### src/shared/acp_pkg.sv
package acp_pkg;
	localparam int DATA_W       = 8;
	localparam int PHY_AW       = 2;
	localparam int LEN_W        = 7;
	localparam int CELL_STD     = 53;
	localparam int CELL_MAX     = 64;
	localparam int CONN_INT     = 32;
	localparam int CONN_AW      = 5;
	localparam int KEY_W        = 24;
	localparam int EXT_AW       = 16;
	localparam int SYNC_LAT     = 3;
	localparam int CLK_NS       = 100;
	localparam int PACE_TICK_NS = 1000;
	localparam int PACE_TICK_CYC = (PACE_TICK_NS / CLK_NS) < 1 ? 1 : PACE_TICK_NS / CLK_NS;
	localparam int PACE_MAX     = 15;
	localparam int HDR_LAST     = 3;

	typedef enum logic [1:0] {
		ACP_IDLE = 2'b00,
		ACP_POLL = 2'b01,
		ACP_RX   = 2'b11,
		ACP_TX   = 2'b10
	} acp_state_t;
endpackage : acp_pkg

### src/shared/acp_ser_if.sv
`timescale 1ns/100ps
interface acp_ser_if;
	logic [7:0] data;
	logic       valid;
	logic       frame;
	modport src (output data, output valid, output frame);
	modport dst (input data, input valid, input frame);
endinterface : acp_ser_if

### src/rtl/acp_ser_bytes.sv
`timescale 1ns/100ps
module acp_ser_bytes (
	input  wire logic clock,    // system clock
	input  wire logic nrst,     // sync reset, active low
	input  wire logic ser_clk,  // serial bit clock pin
	input  wire logic ser_rxd,  // serial data pin
	input  wire logic ser_bsync,// byte boundary, high with first bit
	input  wire logic ser_fsync,// frame sync, high with first bit of frame
	acp_ser_if.src    bytes     // assembled bytes
);
	// ----------------------------------------
	// pin synchronisers
	// ----------------------------------------
	logic [3:0] s1, s2, s3, next_s1, next_s2, next_s3;
	logic       clk_f, next_clk_f;
	logic [6:0] shift, next_shift;
	logic [2:0] bits, next_bits;
	logic       fr, next_fr;
	logic [7:0] data, next_data;
	logic       valid, next_valid;
	logic       frame, next_frame;
	logic       rise;

	always_comb begin
		next_s1    = {ser_clk, ser_rxd, ser_bsync, ser_fsync};
		next_s2    = s1;
		next_s3    = s2;
		next_clk_f = (s2[3] == s3[3]) ? s3[3] : clk_f;
		rise       = (s2[3] == s3[3]) && s3[3] && !clk_f;
		next_shift = shift;
		next_bits  = bits;
		next_fr    = fr;
		next_data  = data;
		next_valid = 1'b0;
		next_frame = frame;
		if (rise) begin
			if (s3[1]) begin
				next_bits  = 3'h1;
				next_shift = {6'h00, s3[2]};
				next_fr    = s3[0];
			end else begin
				next_bits  = bits + 3'h1;
				next_shift = {shift[5:0], s3[2]};
			end
			if (!s3[1] && bits == 3'h7) begin
				next_data  = {shift, s3[2]};
				next_valid = 1'b1;
				next_frame = fr;
			end
		end
	end

	always_ff @(posedge clock) begin
		if (!nrst) begin
			s1 <= 4'h0; s2 <= 4'h0; s3 <= 4'h0;
			clk_f <= 1'b0; shift <= 7'h00; bits <= 3'h0; fr <= 1'b0;
			data <= 8'h00; valid <= 1'b0; frame <= 1'b0;
		end else begin
			s1 <= next_s1; s2 <= next_s2; s3 <= next_s3;
			clk_f <= next_clk_f; shift <= next_shift; bits <= next_bits; fr <= next_fr;
			data <= next_data; valid <= next_valid; frame <= next_frame;
		end
	end

	assign bytes.data  = data;
	assign bytes.valid = valid;
	assign bytes.frame = frame;
endmodule : acp_ser_bytes

### src/rtl/acp_cell_port.sv
`timescale 1ns/100ps
module acp_cell_port #(
	parameter int PACE_DIV = acp_pkg::PACE_TICK_CYC, // clocks per pace tick
	parameter int NUM_CONN = acp_pkg::CONN_INT       // internal table entries
) (
	input  wire logic        clock,          // 10 MHz system clock
	input  wire logic        nrst,           // sync reset, active low
	input  wire logic        port_enable,    // cell port configured and on
	input  wire logic        serial_mode,    // receive from serial path
	input  wire logic [1:0]  num_phy,        // highest PHY index polled
	input  wire logic [6:0]  cell_len,       // cell bytes, 53..64
	input  wire logic        ext_cam_mode,   // external misses go to CAM
	output logic      [7:0]  utp_txdata,     // cell data to PHY
	output logic             utp_txsoc,      // first byte of tx cell
	output logic             utp_txenb_n,    // tx enable, active low
	input  wire logic        utp_txclav,     // PHY can take a cell
	input  wire logic [7:0]  utp_rxdata,     // cell data from PHY
	input  wire logic        utp_rxsoc,      // first byte of rx cell
	output logic             utp_rxenb_n,    // rx enable, active low
	input  wire logic        utp_rxclav,     // PHY holds a cell
	output logic      [1:0]  utp_phy_addr,   // selected PHY
	input  wire logic        ser_clk,        // serial bit clock pin
	input  wire logic        ser_rxd,        // serial data pin
	input  wire logic        ser_bsync,      // serial byte boundary pin
	input  wire logic        ser_fsync,      // serial frame sync pin
	input  wire logic        tx_cell_avail,  // a whole cell is staged
	input  wire logic [7:0]  tx_data,        // tx byte, taken with tx_ready
	output logic             tx_ready,       // tx byte taken this cycle
	output logic      [7:0]  rx_data,        // received byte to DMA
	output logic             rx_valid,       // rx_data valid pulse
	output logic             rx_sop,         // first byte of cell
	output logic      [1:0]  rx_phy,         // PHY the cell came from
	input  wire logic        tbl_we,         // write table entry
	input  wire logic [4:0]  tbl_idx,        // entry index
	input  wire logic [23:0] tbl_key,        // connection key
	input  wire logic        tbl_entry_valid,// entry in use
	output logic             conn_done,      // lookup finished pulse
	output logic             conn_hit,       // found in internal table
	output logic      [4:0]  conn_idx,       // internal entry index
	output logic             ext_req,        // external lookup request pulse
	output logic             ext_cam,        // request is for the CAM
	output logic      [15:0] ext_addr,       // compressed external address
	output logic      [23:0] ext_key,        // key for external lookup
	output logic             eth_disable,    // ethernet channel blocked
	output logic             portd_cell_sel  // port D carries cell signals
);
	// ----------------------------------------
	// pin synchronisers
	// ----------------------------------------
	logic [10:0] s1, s2, s3, next_s1, next_s2, next_s3;
	logic        rxclav_f, txclav_f, next_rxclav_f, next_txclav_f;

	always_comb begin
		next_s1       = {utp_rxclav, utp_txclav, utp_rxsoc, utp_rxdata};
		next_s2       = s1;
		next_s3       = s2;
		next_rxclav_f = (s2[10] == s3[10]) ? s3[10] : rxclav_f;
		next_txclav_f = (s2[9] == s3[9]) ? s3[9] : txclav_f;
	end

	always_ff @(posedge clock) begin
		if (!nrst) begin
			s1 <= 11'h000; s2 <= 11'h000; s3 <= 11'h000;
			rxclav_f <= 1'b0; txclav_f <= 1'b0;
		end else begin
			s1 <= next_s1; s2 <= next_s2; s3 <= next_s3;
			rxclav_f <= next_rxclav_f; txclav_f <= next_txclav_f;
		end
	end

	// ----------------------------------------
	// pace tick and credit
	// ----------------------------------------
	logic [15:0] div, next_div;
	logic [3:0]  credit, next_credit;
	logic        tick, tx_start;

	always_comb begin
		tick        = (div == 16'(PACE_DIV - 1));
		next_div    = tick ? 16'h0000 : div + 16'h0001;
		next_credit = credit;
		if (tick && !tx_start && credit != 4'(acp_pkg::PACE_MAX))
			next_credit = credit + 4'h1;
		else if (tx_start && !tick)
			next_credit = credit - 4'h1;
	end

	always_ff @(posedge clock) begin
		if (!nrst) begin
			div <= 16'h0000; credit <= 4'h0;
		end else begin
			div <= next_div; credit <= next_credit;
		end
	end

	// ----------------------------------------
	// cell scheduler
	// ----------------------------------------
	acp_pkg::acp_state_t state, next_state;
	logic [1:0]  phy, next_phy, phy_o, next_phy_o;
	logic [2:0]  wait_cnt, next_wait;
	logic [6:0]  cnt, next_cnt;
	logic [6:0]  eff_len;
	logic        txenb_n, next_txenb_n, txsoc, next_txsoc, rxenb_n, next_rxenb_n;
	logic [7:0]  txd, next_txd;
	logic        on, next_on;

	always_comb begin
		eff_len = cell_len;
		if (cell_len < 7'(acp_pkg::CELL_STD))
			eff_len = 7'(acp_pkg::CELL_STD);
		else if (cell_len > 7'(acp_pkg::CELL_MAX))
			eff_len = 7'(acp_pkg::CELL_MAX);
	end

	always_comb begin
		next_state = state;
		next_phy   = phy;
		next_wait  = wait_cnt;
		next_cnt   = cnt;
		tx_start   = 1'b0;
		next_on    = port_enable;
		next_phy_o = phy; // select output moves together with the enables
		case (state)
			acp_pkg::ACP_IDLE: begin
				if (on && !serial_mode) begin
					next_state = acp_pkg::ACP_POLL;
					next_wait  = 3'h0;
				end
			end
			acp_pkg::ACP_POLL: begin
				if (!on || serial_mode) begin
					next_state = acp_pkg::ACP_IDLE;
				end else if (wait_cnt != 3'(acp_pkg::SYNC_LAT + 2)) begin
					// select register, then the clav synchroniser, before clav is valid
					next_wait = wait_cnt + 3'h1;
				end else if (rxclav_f) begin
					next_state = acp_pkg::ACP_RX;
					next_cnt   = 7'h00;
				end else if (txclav_f && tx_cell_avail && credit != 4'h0) begin
					next_state = acp_pkg::ACP_TX;
					next_cnt   = 7'h00;
					tx_start   = 1'b1;
				end else begin
					next_phy  = (phy == num_phy) ? 2'h0 : phy + 2'h1;
					next_wait = 3'h0;
				end
			end
			acp_pkg::ACP_RX, acp_pkg::ACP_TX: begin
				// whole cell in one burst, one handshake per cell
				next_cnt = cnt + 7'h01;
				if (cnt == eff_len - 7'h01) begin
					next_state = acp_pkg::ACP_POLL;
					next_wait  = 3'h0;
					next_phy   = (phy == num_phy) ? 2'h0 : phy + 2'h1;
				end
			end
			default: next_state = acp_pkg::ACP_IDLE;
		endcase
		tx_ready     = (state == acp_pkg::ACP_TX);
		next_txenb_n = !(state == acp_pkg::ACP_TX);
		next_txsoc   = (state == acp_pkg::ACP_TX) && (cnt == 7'h00);
		next_txd     = (state == acp_pkg::ACP_TX) ? tx_data : 8'h00;
		next_rxenb_n = !(state == acp_pkg::ACP_RX);
	end

	always_ff @(posedge clock) begin
		if (!nrst) begin
			state <= acp_pkg::ACP_IDLE; phy <= 2'h0; wait_cnt <= 3'h0; cnt <= 7'h00;
			phy_o <= 2'h0;
			txenb_n <= 1'b1; txsoc <= 1'b0; txd <= 8'h00; rxenb_n <= 1'b1; on <= 1'b0;
		end else begin
			state <= next_state; phy <= next_phy; wait_cnt <= next_wait; cnt <= next_cnt;
			txenb_n <= next_txenb_n; txsoc <= next_txsoc; txd <= next_txd;
			rxenb_n <= next_rxenb_n; on <= next_on; phy_o <= next_phy_o;
		end
	end

	assign utp_txdata     = txd;
	assign utp_txsoc      = txsoc;
	assign utp_txenb_n    = txenb_n;
	assign utp_rxenb_n    = rxenb_n;
	assign utp_phy_addr   = phy_o;
	assign eth_disable    = on;
	assign portd_cell_sel = on;

	// ----------------------------------------
	// receive byte path
	// ----------------------------------------
	acp_ser_if ser ();
	acp_ser_bytes u_ser (
		.clock     (clock),
		.nrst      (nrst),
		.ser_clk   (ser_clk),
		.ser_rxd   (ser_rxd),
		.ser_bsync (ser_bsync),
		.ser_fsync (ser_fsync),
		.bytes     (ser.src)
	);

	logic [3:0] pipe, next_pipe;
	logic [1:0] phy_p [4], next_phy_p [4];
	logic [6:0] bcnt, next_bcnt;
	logic       in_v, in_sop;
	logic [7:0] in_d;
	logic [7:0] rxd, next_rxd;
	logic       rxv, next_rxv, rxs, next_rxs;
	logic [1:0] rxp, next_rxp;

	always_comb begin
		// phy answers one cycle after enable, then three synchroniser stages
		next_pipe     = {pipe[2:0], !rxenb_n};
		next_phy_p[0] = phy_o;
		next_phy_p[1] = phy_p[0];
		next_phy_p[2] = phy_p[1];
		next_phy_p[3] = phy_p[2];
		if (serial_mode) begin
			in_v   = ser.valid;
			in_d   = ser.data;
			in_sop = ser.valid && ser.frame && bcnt == 7'h00;
		end else begin
			in_v   = pipe[3];
			in_d   = s3[7:0];
			in_sop = pipe[3] && s3[8];
		end
		next_bcnt = bcnt;
		if (in_v)
			next_bcnt = (in_sop || bcnt == eff_len - 7'h01) ? (in_sop ? 7'h01 : 7'h00)
				: bcnt + 7'h01;
		next_rxd = in_v ? in_d : rxd;
		next_rxv = in_v;
		next_rxs = in_v && (in_sop || bcnt == 7'h00);
		next_rxp = serial_mode ? 2'h0 : phy_p[3];
	end

	always_ff @(posedge clock) begin
		if (!nrst) begin
			pipe <= 4'h0; bcnt <= 7'h00; rxd <= 8'h00; rxv <= 1'b0; rxs <= 1'b0; rxp <= 2'h0;
			phy_p[0] <= 2'h0; phy_p[1] <= 2'h0; phy_p[2] <= 2'h0; phy_p[3] <= 2'h0;
		end else begin
			pipe <= next_pipe; bcnt <= next_bcnt; rxd <= next_rxd; rxv <= next_rxv;
			rxs <= next_rxs; rxp <= next_rxp; phy_p <= next_phy_p;
		end
	end

	assign rx_data  = rxd;
	assign rx_valid = rxv;
	assign rx_sop   = rxs;
	assign rx_phy   = rxp;

	// ----------------------------------------
	// receive connection lookup
	// ----------------------------------------
	logic [23:0] tkey [NUM_CONN], next_tkey [NUM_CONN];
	logic        tval [NUM_CONN], next_tval [NUM_CONN];
	logic [23:0] key, next_key;
	logic        done, next_done, hit, next_hit, xreq, next_xreq, xcam, next_xcam;
	logic [4:0]  idx, next_idx;
	logic [15:0] xaddr, next_xaddr;

	always_comb begin
		next_tkey = tkey;
		next_tval = tval;
		if (tbl_we && 32'(tbl_idx) < NUM_CONN) begin
			next_tkey[tbl_idx] = tbl_key;
			next_tval[tbl_idx] = tbl_entry_valid;
		end
		next_key = key;
		if (rxv && bcnt <= 7'(acp_pkg::HDR_LAST + 1))
			next_key = {key[15:0], rxd};
		next_done  = 1'b0;
		next_hit   = hit;
		next_idx   = idx;
		next_xreq  = 1'b0;
		next_xcam  = xcam;
		next_xaddr = xaddr;
		if (rxv && bcnt == 7'(acp_pkg::HDR_LAST + 1)) begin
			next_done = 1'b1;
			next_hit  = 1'b0;
			next_idx  = 5'h00;
			for (int i = 0; i < NUM_CONN; i++) begin
				if (tval[i] && tkey[i] == {key[15:0], rxd} && !next_hit) begin
					next_hit = 1'b1;
					next_idx = 5'(i);
				end
			end
			next_xreq  = !next_hit;
			next_xcam  = ext_cam_mode;
			next_xaddr = {key[15:8] ^ rxd, key[7:0]};
		end
	end

	always_ff @(posedge clock) begin
		if (!nrst) begin
			for (int i = 0; i < NUM_CONN; i++) begin
				tkey[i] <= 24'h000000;
				tval[i] <= 1'b0;
			end
			key <= 24'h000000; done <= 1'b0; hit <= 1'b0; idx <= 5'h00;
			xreq <= 1'b0; xcam <= 1'b0; xaddr <= 16'h0000;
		end else begin
			tkey <= next_tkey; tval <= next_tval; key <= next_key; done <= next_done;
			hit <= next_hit; idx <= next_idx; xreq <= next_xreq; xcam <= next_xcam;
			xaddr <= next_xaddr;
		end
	end

	assign conn_done = done;
	assign conn_hit  = hit;
	assign conn_idx  = idx;
	assign ext_req   = xreq;
	assign ext_cam   = xcam;
	assign ext_addr  = xaddr;
	assign ext_key   = key;
endmodule : acp_cell_port

### config.mk
export PLATFORM = sky130hd
export DESIGN_NAME = acp_cell_port
export DESIGN_NICKNAME = d
export VERILOG_FILES = /design/src/shared/acp_pkg.sv /design/src/shared/acp_ser_if.sv /design/src/rtl/acp_ser_bytes.sv /design/src/rtl/acp_cell_port.sv
export SDC_FILE = /design/constraint.sdc
export NUM_CORES = 2
export LEC_CHECK = 0
export ABC_CLOCK_PERIOD_IN_PS = 4700
export CORE_ASPECT_RATIO = 0.5
export CORE_UTILIZATION = 35
export CTS_BUF_LIST = sky130_fd_sc_hd__clkbuf_4 sky130_fd_sc_hd__clkbuf_8 sky130_fd_sc_hd__clkbuf_16
export CTS_CLUSTER_DIAMETER = 40
export CTS_CLUSTER_SIZE = 8
export DETAILED_ROUTE_END_ITERATION = 7
export DONT_BUFFER_PORTS = 1
export PLACE_DENSITY = 0.57
export SLEW_MARGIN = 10
export SYNTH_ARGS = -nofsm -noshare
export SYNTH_HDL_FRONTEND = slang
export SYNTH_SLANG_ARGS = --single-unit
### constraint.sdc
create_clock -name clock -period 4.7 [get_ports clock]
set_input_delay 0.705 -clock clock [delete_from_list [all_inputs] [get_ports clock]]
set_output_delay 0.705 -clock clock [all_outputs]
set_load 0.01 [all_outputs]
# Word-level counts from Yosys, hierarchy flattened
# Index checks and enable logic that the tools add are counted.
# word_totals
wordCells	469
regBits	997
input_bits	69
# classes
magnitude_cmp	5
n_eq_ne	57
reduce_logical	142
n_mux	145
addsub	9
bitwise	3
# op_table
op	n
768-bit bitwise mux	1
24-bit equality test	32
5-bit two-way mux	30
24-bit demux with 5-bit select	1
1-bit logical AND	80
1-bit two-way mux	76
7-bit two-way mux	8
1-bit zero test	41
32-bit bitwise mux	1
2-bit two-way mux	12
24-bit two-way mux	1
3-bit two-way mux	7
16-bit by 1-bit adder with 16-bit output, second input constant	1
16-bit by 4-bit equality test with 1-bit output, second input constant	1
3-bit inequality test, second input constant	5
7-bit by 1-bit adder with 7-bit output, second input constant	2
7-bit equality test	2
7-bit zero test	2
7-bit one-hot mux with 2 select lines	1
2-bit inequality test, second input constant	6
2-bit AND reduction	5
3-bit one-hot mux with 3 select lines	1
4-bit two-way mux	2
8-bit two-way mux	1
31 further kinds	42

# Logic depth before layout (Yosys ltp)
# depth
ltp_word	129
mapped_depth	13

# Cells and area by module
# From an unflattened synthesis, not the netlist that was laid out.
# hier_totals
cells_unflattened	5601
area_unflattened_um2	46936.3
# modules_own_cells
module	area_each_um2	cells_each	instances
acp_cell_port	45677.6	5477	1
acp_ser_bytes	1258.7	124	1

# Worst setup path before layout
# Ideal clock, no wire load.
# synth_timing
kind	in2reg
startpoint	in cell_len[6]
endpoint	reg phy[1] (netlist: next_phy_o[1])
cell_stages	9
path_slack_ns	1.429
t_arrival_ns	3.201
setup_ns	0.070
path_cell_list	or4b_2 > ha_1 > nand2b_1 > nor3b_1 > o211ai_1 > o41ai_2 > o21ai_0 > or3_1 > a21oi_1
# synth_between
elab_chain_cells	7
word_cells_on_any_way	8
# synth_lines
item	line_no	rtl
from (decl)	acp_cell_port.sv:11	input wire logic [6:0] cell_len,
7-bit > comparator	acp_cell_port.sv:112	else if (cell_len > 7'(acp_pkg::CELL_MAX))
7-bit two-way mux	acp_cell_port.sv:112	
7-bit two-way mux (*)	acp_cell_port.sv:110	if (cell_len < 7'(acp_pkg::CELL_STD))
7-bit by 1-bit subtractor with 7-bit output (*)	acp_cell_port.sv:152	if (cnt == eff_len - 7'h01) begin
7-bit equality test (*)	acp_cell_port.sv:152	
2-bit inequality test (no source line) (*)	-	
6-bit AND reduction (no source line) (*)	-	
to (signal assigned)	acp_cell_port.sv:173	state <= next_state; phy <= next_phy; wait_cnt <= next_wait; cnt <= next_cnt;
to (decl)	acp_cell_port.sv:100	logic [1:0] phy, next_phy, phy_o, next_phy_o;
# Every way passes the cells marked *; elsewhere a longest branch is shown, timed or not.
# A chain may end at the register's enable or synchronous reset.

# Worst setup path after layout
# layout_timing
startpoint	reg rxd[2] (netlist: rx_data[2])
endpoint	reg idx[1] (netlist: conn_idx[1])
# layout_between
elab_chain_cells	127
word_cells_on_any_way	218
# layout_lines
item	line_no	rtl
from (decl)	acp_cell_port.sv:206	logic [7:0] rxd, next_rxd;
from (signal assigned)	acp_cell_port.sv:241	pipe <= next_pipe; bcnt <= next_bcnt; rxd <= next_rxd; rxv <= next_rxv;
24-bit equality test	acp_cell_port.sv:282	if (tval[i] && tkey[i] == {key[15:0], rxd} && !next_hit) begin
1-bit logical AND	acp_cell_port.sv:282	
1-bit two-way mux	acp_cell_port.sv:282	
1-bit two-way mux	acp_cell_port.sv:277	if (rxv && bcnt == 7'(acp_pkg::HDR_LAST + 1)) begin
1-bit zero test	acp_cell_port.sv:282	
1-bit logical AND	acp_cell_port.sv:282	
1-bit two-way mux	acp_cell_port.sv:282	
1-bit two-way mux	acp_cell_port.sv:277	
(+111 left out)	-	
1-bit two-way mux	acp_cell_port.sv:277	
1-bit zero test	acp_cell_port.sv:282	
1-bit logical AND	acp_cell_port.sv:282	
1-bit two-way mux	acp_cell_port.sv:282	
1-bit two-way mux	acp_cell_port.sv:277	
1-bit zero test	acp_cell_port.sv:282	
1-bit logical AND	acp_cell_port.sv:282	
5-bit two-way mux (*)	acp_cell_port.sv:282	
to (signal assigned)	acp_cell_port.sv:303	hit <= next_hit; idx <= next_idx; xreq <= next_xreq; xcam <= next_xcam;
to (decl)	acp_cell_port.sv:258	logic [4:0] idx, next_idx;
# Every way passes the cells marked *; elsewhere a longest branch is shown, timed or not. The select of a mux whose other input is x is not followed.

==> impl_metrics.json <==
{
  "viasPerCell": 5.391,
  "post-synth-top-count-cell": "sky130_fd_sc_hd__nand2_1",
  "placement_rows": 92,
  "critical_path.slowest_cell": "sky130_fd_sc_hd__dfxtp_4",
  "synth.cell_area_sq_um": 44810,
  "timing.fmax_mhz": 286.0,
  "critical_path_endpoint_category": "register",
  "critPathKind": "register to register",
  "detailedRoute.firstPassIterationCount": 7,
  "run_status": "complete, no violations",
  "post-cts-setup-buffer-count": 0,
  "final_hold_viol_count": 0,
  "final_layout_net_count": 5517,
  "synth-edff-count": 0,
  "worst_slew_margin_rel": 0.1536,
  "placed_cell_count": 6977,
  "path_buf_inv": 1,
  "grt_util_all_layers": 0.2445,
  "distinct_cell_type_count_after_synthesis": 63,
  "wl_per_cell_microns": 22.64,
  "area_growth_pct": 11.19,
  "clkTransAtPathRegs_ns": 0.05,
  "synth.ff_latch_count": 997,
  "ys_seq_area_frac": 0.4454,
  "starting_density_of_the_core": 0.3542,
  "post_cts_hold_buffer_count": 2,
  "first_global_vias": 35490,
  "synth.largest_area_cell": "sky130_fd_sc_hd__dfxtp_1",
  "ir_drop_mv": 0.3428,
  "synth_largest_type_area_fraction": 0.4454,
  "drt_iter0_drc": 4366,
  "drc": 0,
  "power.density_nw_per_um2": 376.6,
  "cts.repair.resized": 0,
  "setup_violations": 0,
  "initial_antenna_violation_count": 2,
  "dp_hpwl_mm": 91.81,
  "cts_max_path_buffers": 3,
  "grt_overflow_total": 0,
  "die_w_microns": 508.0,
  "grt_first_pass_wirelength_mm": 236.1,
  "antenna_cells": 0,
  "grt_max_degree": 135,
  "worst_skew_pair.late_latency_ns": 0.77,
  "cts_htree_levels": 4,
  "die_y_microns": 255.0,
  "number_of_routed_nets_with_antenna_violations": 0,
  "hold_path.class": "input pin to register",
  "postSynthCellCount": 5597,
  "finalWorstPathRequiredPeriod_ns": 3.496,
  "cp_top_family": "simple AND/OR/NAND/NOR gates",
  "tns_ns": 0,
  "unrepaired_setup_endpoints_after_global_routing": "false",
  "cap_violations": 0,
  "r2r_start": "rx_data[2]",
  "timing_max_transition_violations_final": 0,
  "clockRootBuffer": "sky130_fd_sc_hd__clkbuf_16",
  "finalHoldWorstSlack_ns": 0.06846,
  "total_power_mw": 18.76,
  "synth.net_count": 5679,
  "synth-warning-count": 0,
  "wl_mm": 162.3,
  "critical_path.max_stage_delay_ns": 0.74,
  "fin_skew_ns": 0.02464,
  "worstPathArrival_ns": 4.13,
  "postSynth.asyncResetShare": 0,
  "syn_avg_cell_area_sq_um": 8.006,
  "via_count": 38650,
  "n_fill_cell": 12590,
  "place.port_buffers": 0,
  "postSynth.topFlopCell": "sky130_fd_sc_hd__dfxtp_1",
  "tritoncts": "yes",
  "pin_count": 146,
  "gp_congestion": 0.8732,
  "floorplan.die_area_sq_um": 129500,
  "critical_path.startpoint_type": "register",
  "numClockSinks": 997,
  "drive_above_1_share": 0.06664,
  "cellLeakagePower_nw": 18.09,
  "timing.critical_path.cells": "buf_4, xnor2_1, nand4_1, nor4_1, nand4_1, nand4_2, nor3_1, and3b_1, a31oi_1, a31oi_1",
  "design.core.area_sq_um": 126500,
  "post_synth_main_area_contributors": "sky130_fd_sc_hd__dfxtp_1 45%, sky130_fd_sc_hd__nand2_1 15%, sky130_fd_sc_hd__a21oi_1 9.7%",
  "post-route-period-util": 0.7438,
  "synth.cells.most_frequent": "1,806 x sky130_fd_sc_hd__nand2_1, 997 x sky130_fd_sc_hd__dfxtp_1, 870 x sky130_fd_sc_hd__a21oi_1",
  "setup.worst_path.start": "rx_data[2]",
  "worstHoldStart": "tx_data[0]",
  "crit_path_max_fanout": 20,
  "finish.cell_count_without_fillers": 7169,
  "crit_required_ns": 5.33,
  "tritoncts.num_buffers": 146,
  "worst_pin_slew_ns": 1.270
}
[final cells by class]
| class | instances | area [sq um] | area share |
|---|---|---|---|
| multi-input combinational | 4146 | 22320 | 0.4481 |
| inverter | 16 | 67.56 | 0.001356 |
| tap | 1692 | 2117 | 0.04249 |
| sequential | 997 | 20050 | 0.4024 |
| clock inverter | 15 | 181.4 | 0.003641 |
| clock buffer | 175 | 3968 | 0.07963 |
| timing repair buffer | 128 | 1116 | 0.02240 |
[power by group]
group	switching [mW]	total [mW]	internal, mW
logic	0.310	0.447	0.137
clock network	3.82	9.74	5.92
registers	0.0444	8.57	8.53
[flip-flops by register name, summed over array words and instances (netlist names), 11 cells and up]
name      cells
tval         32
next_s3      11
ext_key      24
div          16
tkey        768
ext_addr     16
next_s2      11
s3           11
[final timing paths]
path / to / slack [ns] / cells after the start
worst min register to register: next_s3[4] / 0.43 / 1
worst min-delay path: utp_txdata[0] / 0.07 / 1
worst max-delay path: conn_idx[1] / 1.20 / 10
worst max register to register: conn_idx[1] / 1.20 / 10
[metal layers]
| layer | GRT usage | routed length, microns | up-vias |
|---|---|---|---|
| met1 | 0.3271 | 69320 | 18720 |
| met3 | 0.03852 | 13630 | 372 |
| met5 | 0 | 0 | - |
| met4 | 0.09965 | 6143 | 0 |
| li1 | - | - | 17810 |
| met2 | 0.3935 | 73240 | 1750 |
[cells by family (layout without fill, tap and decap cells)]
family          count (synthesis)  count (layout)  synth area share
buf+inv                       454             334           0.05638
flops                         997             997            0.4454
fa+ha+maj                      13              13          0.003797
simple gates                 2364            2364            0.2228
xor+xnor                      811             811            0.1595
mux                            14              14          0.003155
compound gates                944             944            0.1090
[through the flow]
stage                     setup slack, ns  instance area (sq um)  utilization
final                               1.204                  49820       0.3938
after global routing                1.139                  49820       0.3938
after CTS                           1.297                  49820       0.3938
after detailed placement            1.040                  45650       0.3609
after global placement             0.8995                  45650       0.3609
after floorplan                     1.429                  44810            -
[cells in the final DEF, fill, tap and decap left out, types with 21 or more instances in the layout]
cell	instances
sky130_fd_sc_hd__a21oi_1	870
sky130_fd_sc_hd__and2_1	72
sky130_fd_sc_hd__buf_4	114
sky130_fd_sc_hd__clkbuf_16	149
sky130_fd_sc_hd__dfxtp_1	973
sky130_fd_sc_hd__dfxtp_4	24
sky130_fd_sc_hd__nand2_1	1806
sky130_fd_sc_hd__nand3_1	23
sky130_fd_sc_hd__nand4_1	139
sky130_fd_sc_hd__nor2_1	116
sky130_fd_sc_hd__nor3_1	40
sky130_fd_sc_hd__nor4_1	96
sky130_fd_sc_hd__o21ai_0	21
sky130_fd_sc_hd__xnor2_1	449
sky130_fd_sc_hd__xor2_1	356
[worst register-to-register path: stages, from the launching register on]
cell and delay, ns:
sky130_fd_sc_hd__dfxtp_4 0.74, sky130_fd_sc_hd__buf_4 0.41, sky130_fd_sc_hd__xnor2_1 0.14, sky130_fd_sc_hd__nand4_1 0.11, sky130_fd_sc_hd__nor4_1 0.48, sky130_fd_sc_hd__nand4_1 0.48
sky130_fd_sc_hd__nand4_2 0.26, sky130_fd_sc_hd__nor3_1 0.15, sky130_fd_sc_hd__and3b_1 0.26, sky130_fd_sc_hd__a31oi_1 0.21, sky130_fd_sc_hd__a31oi_1 0.14
Power figures use the tool's default switching activity.
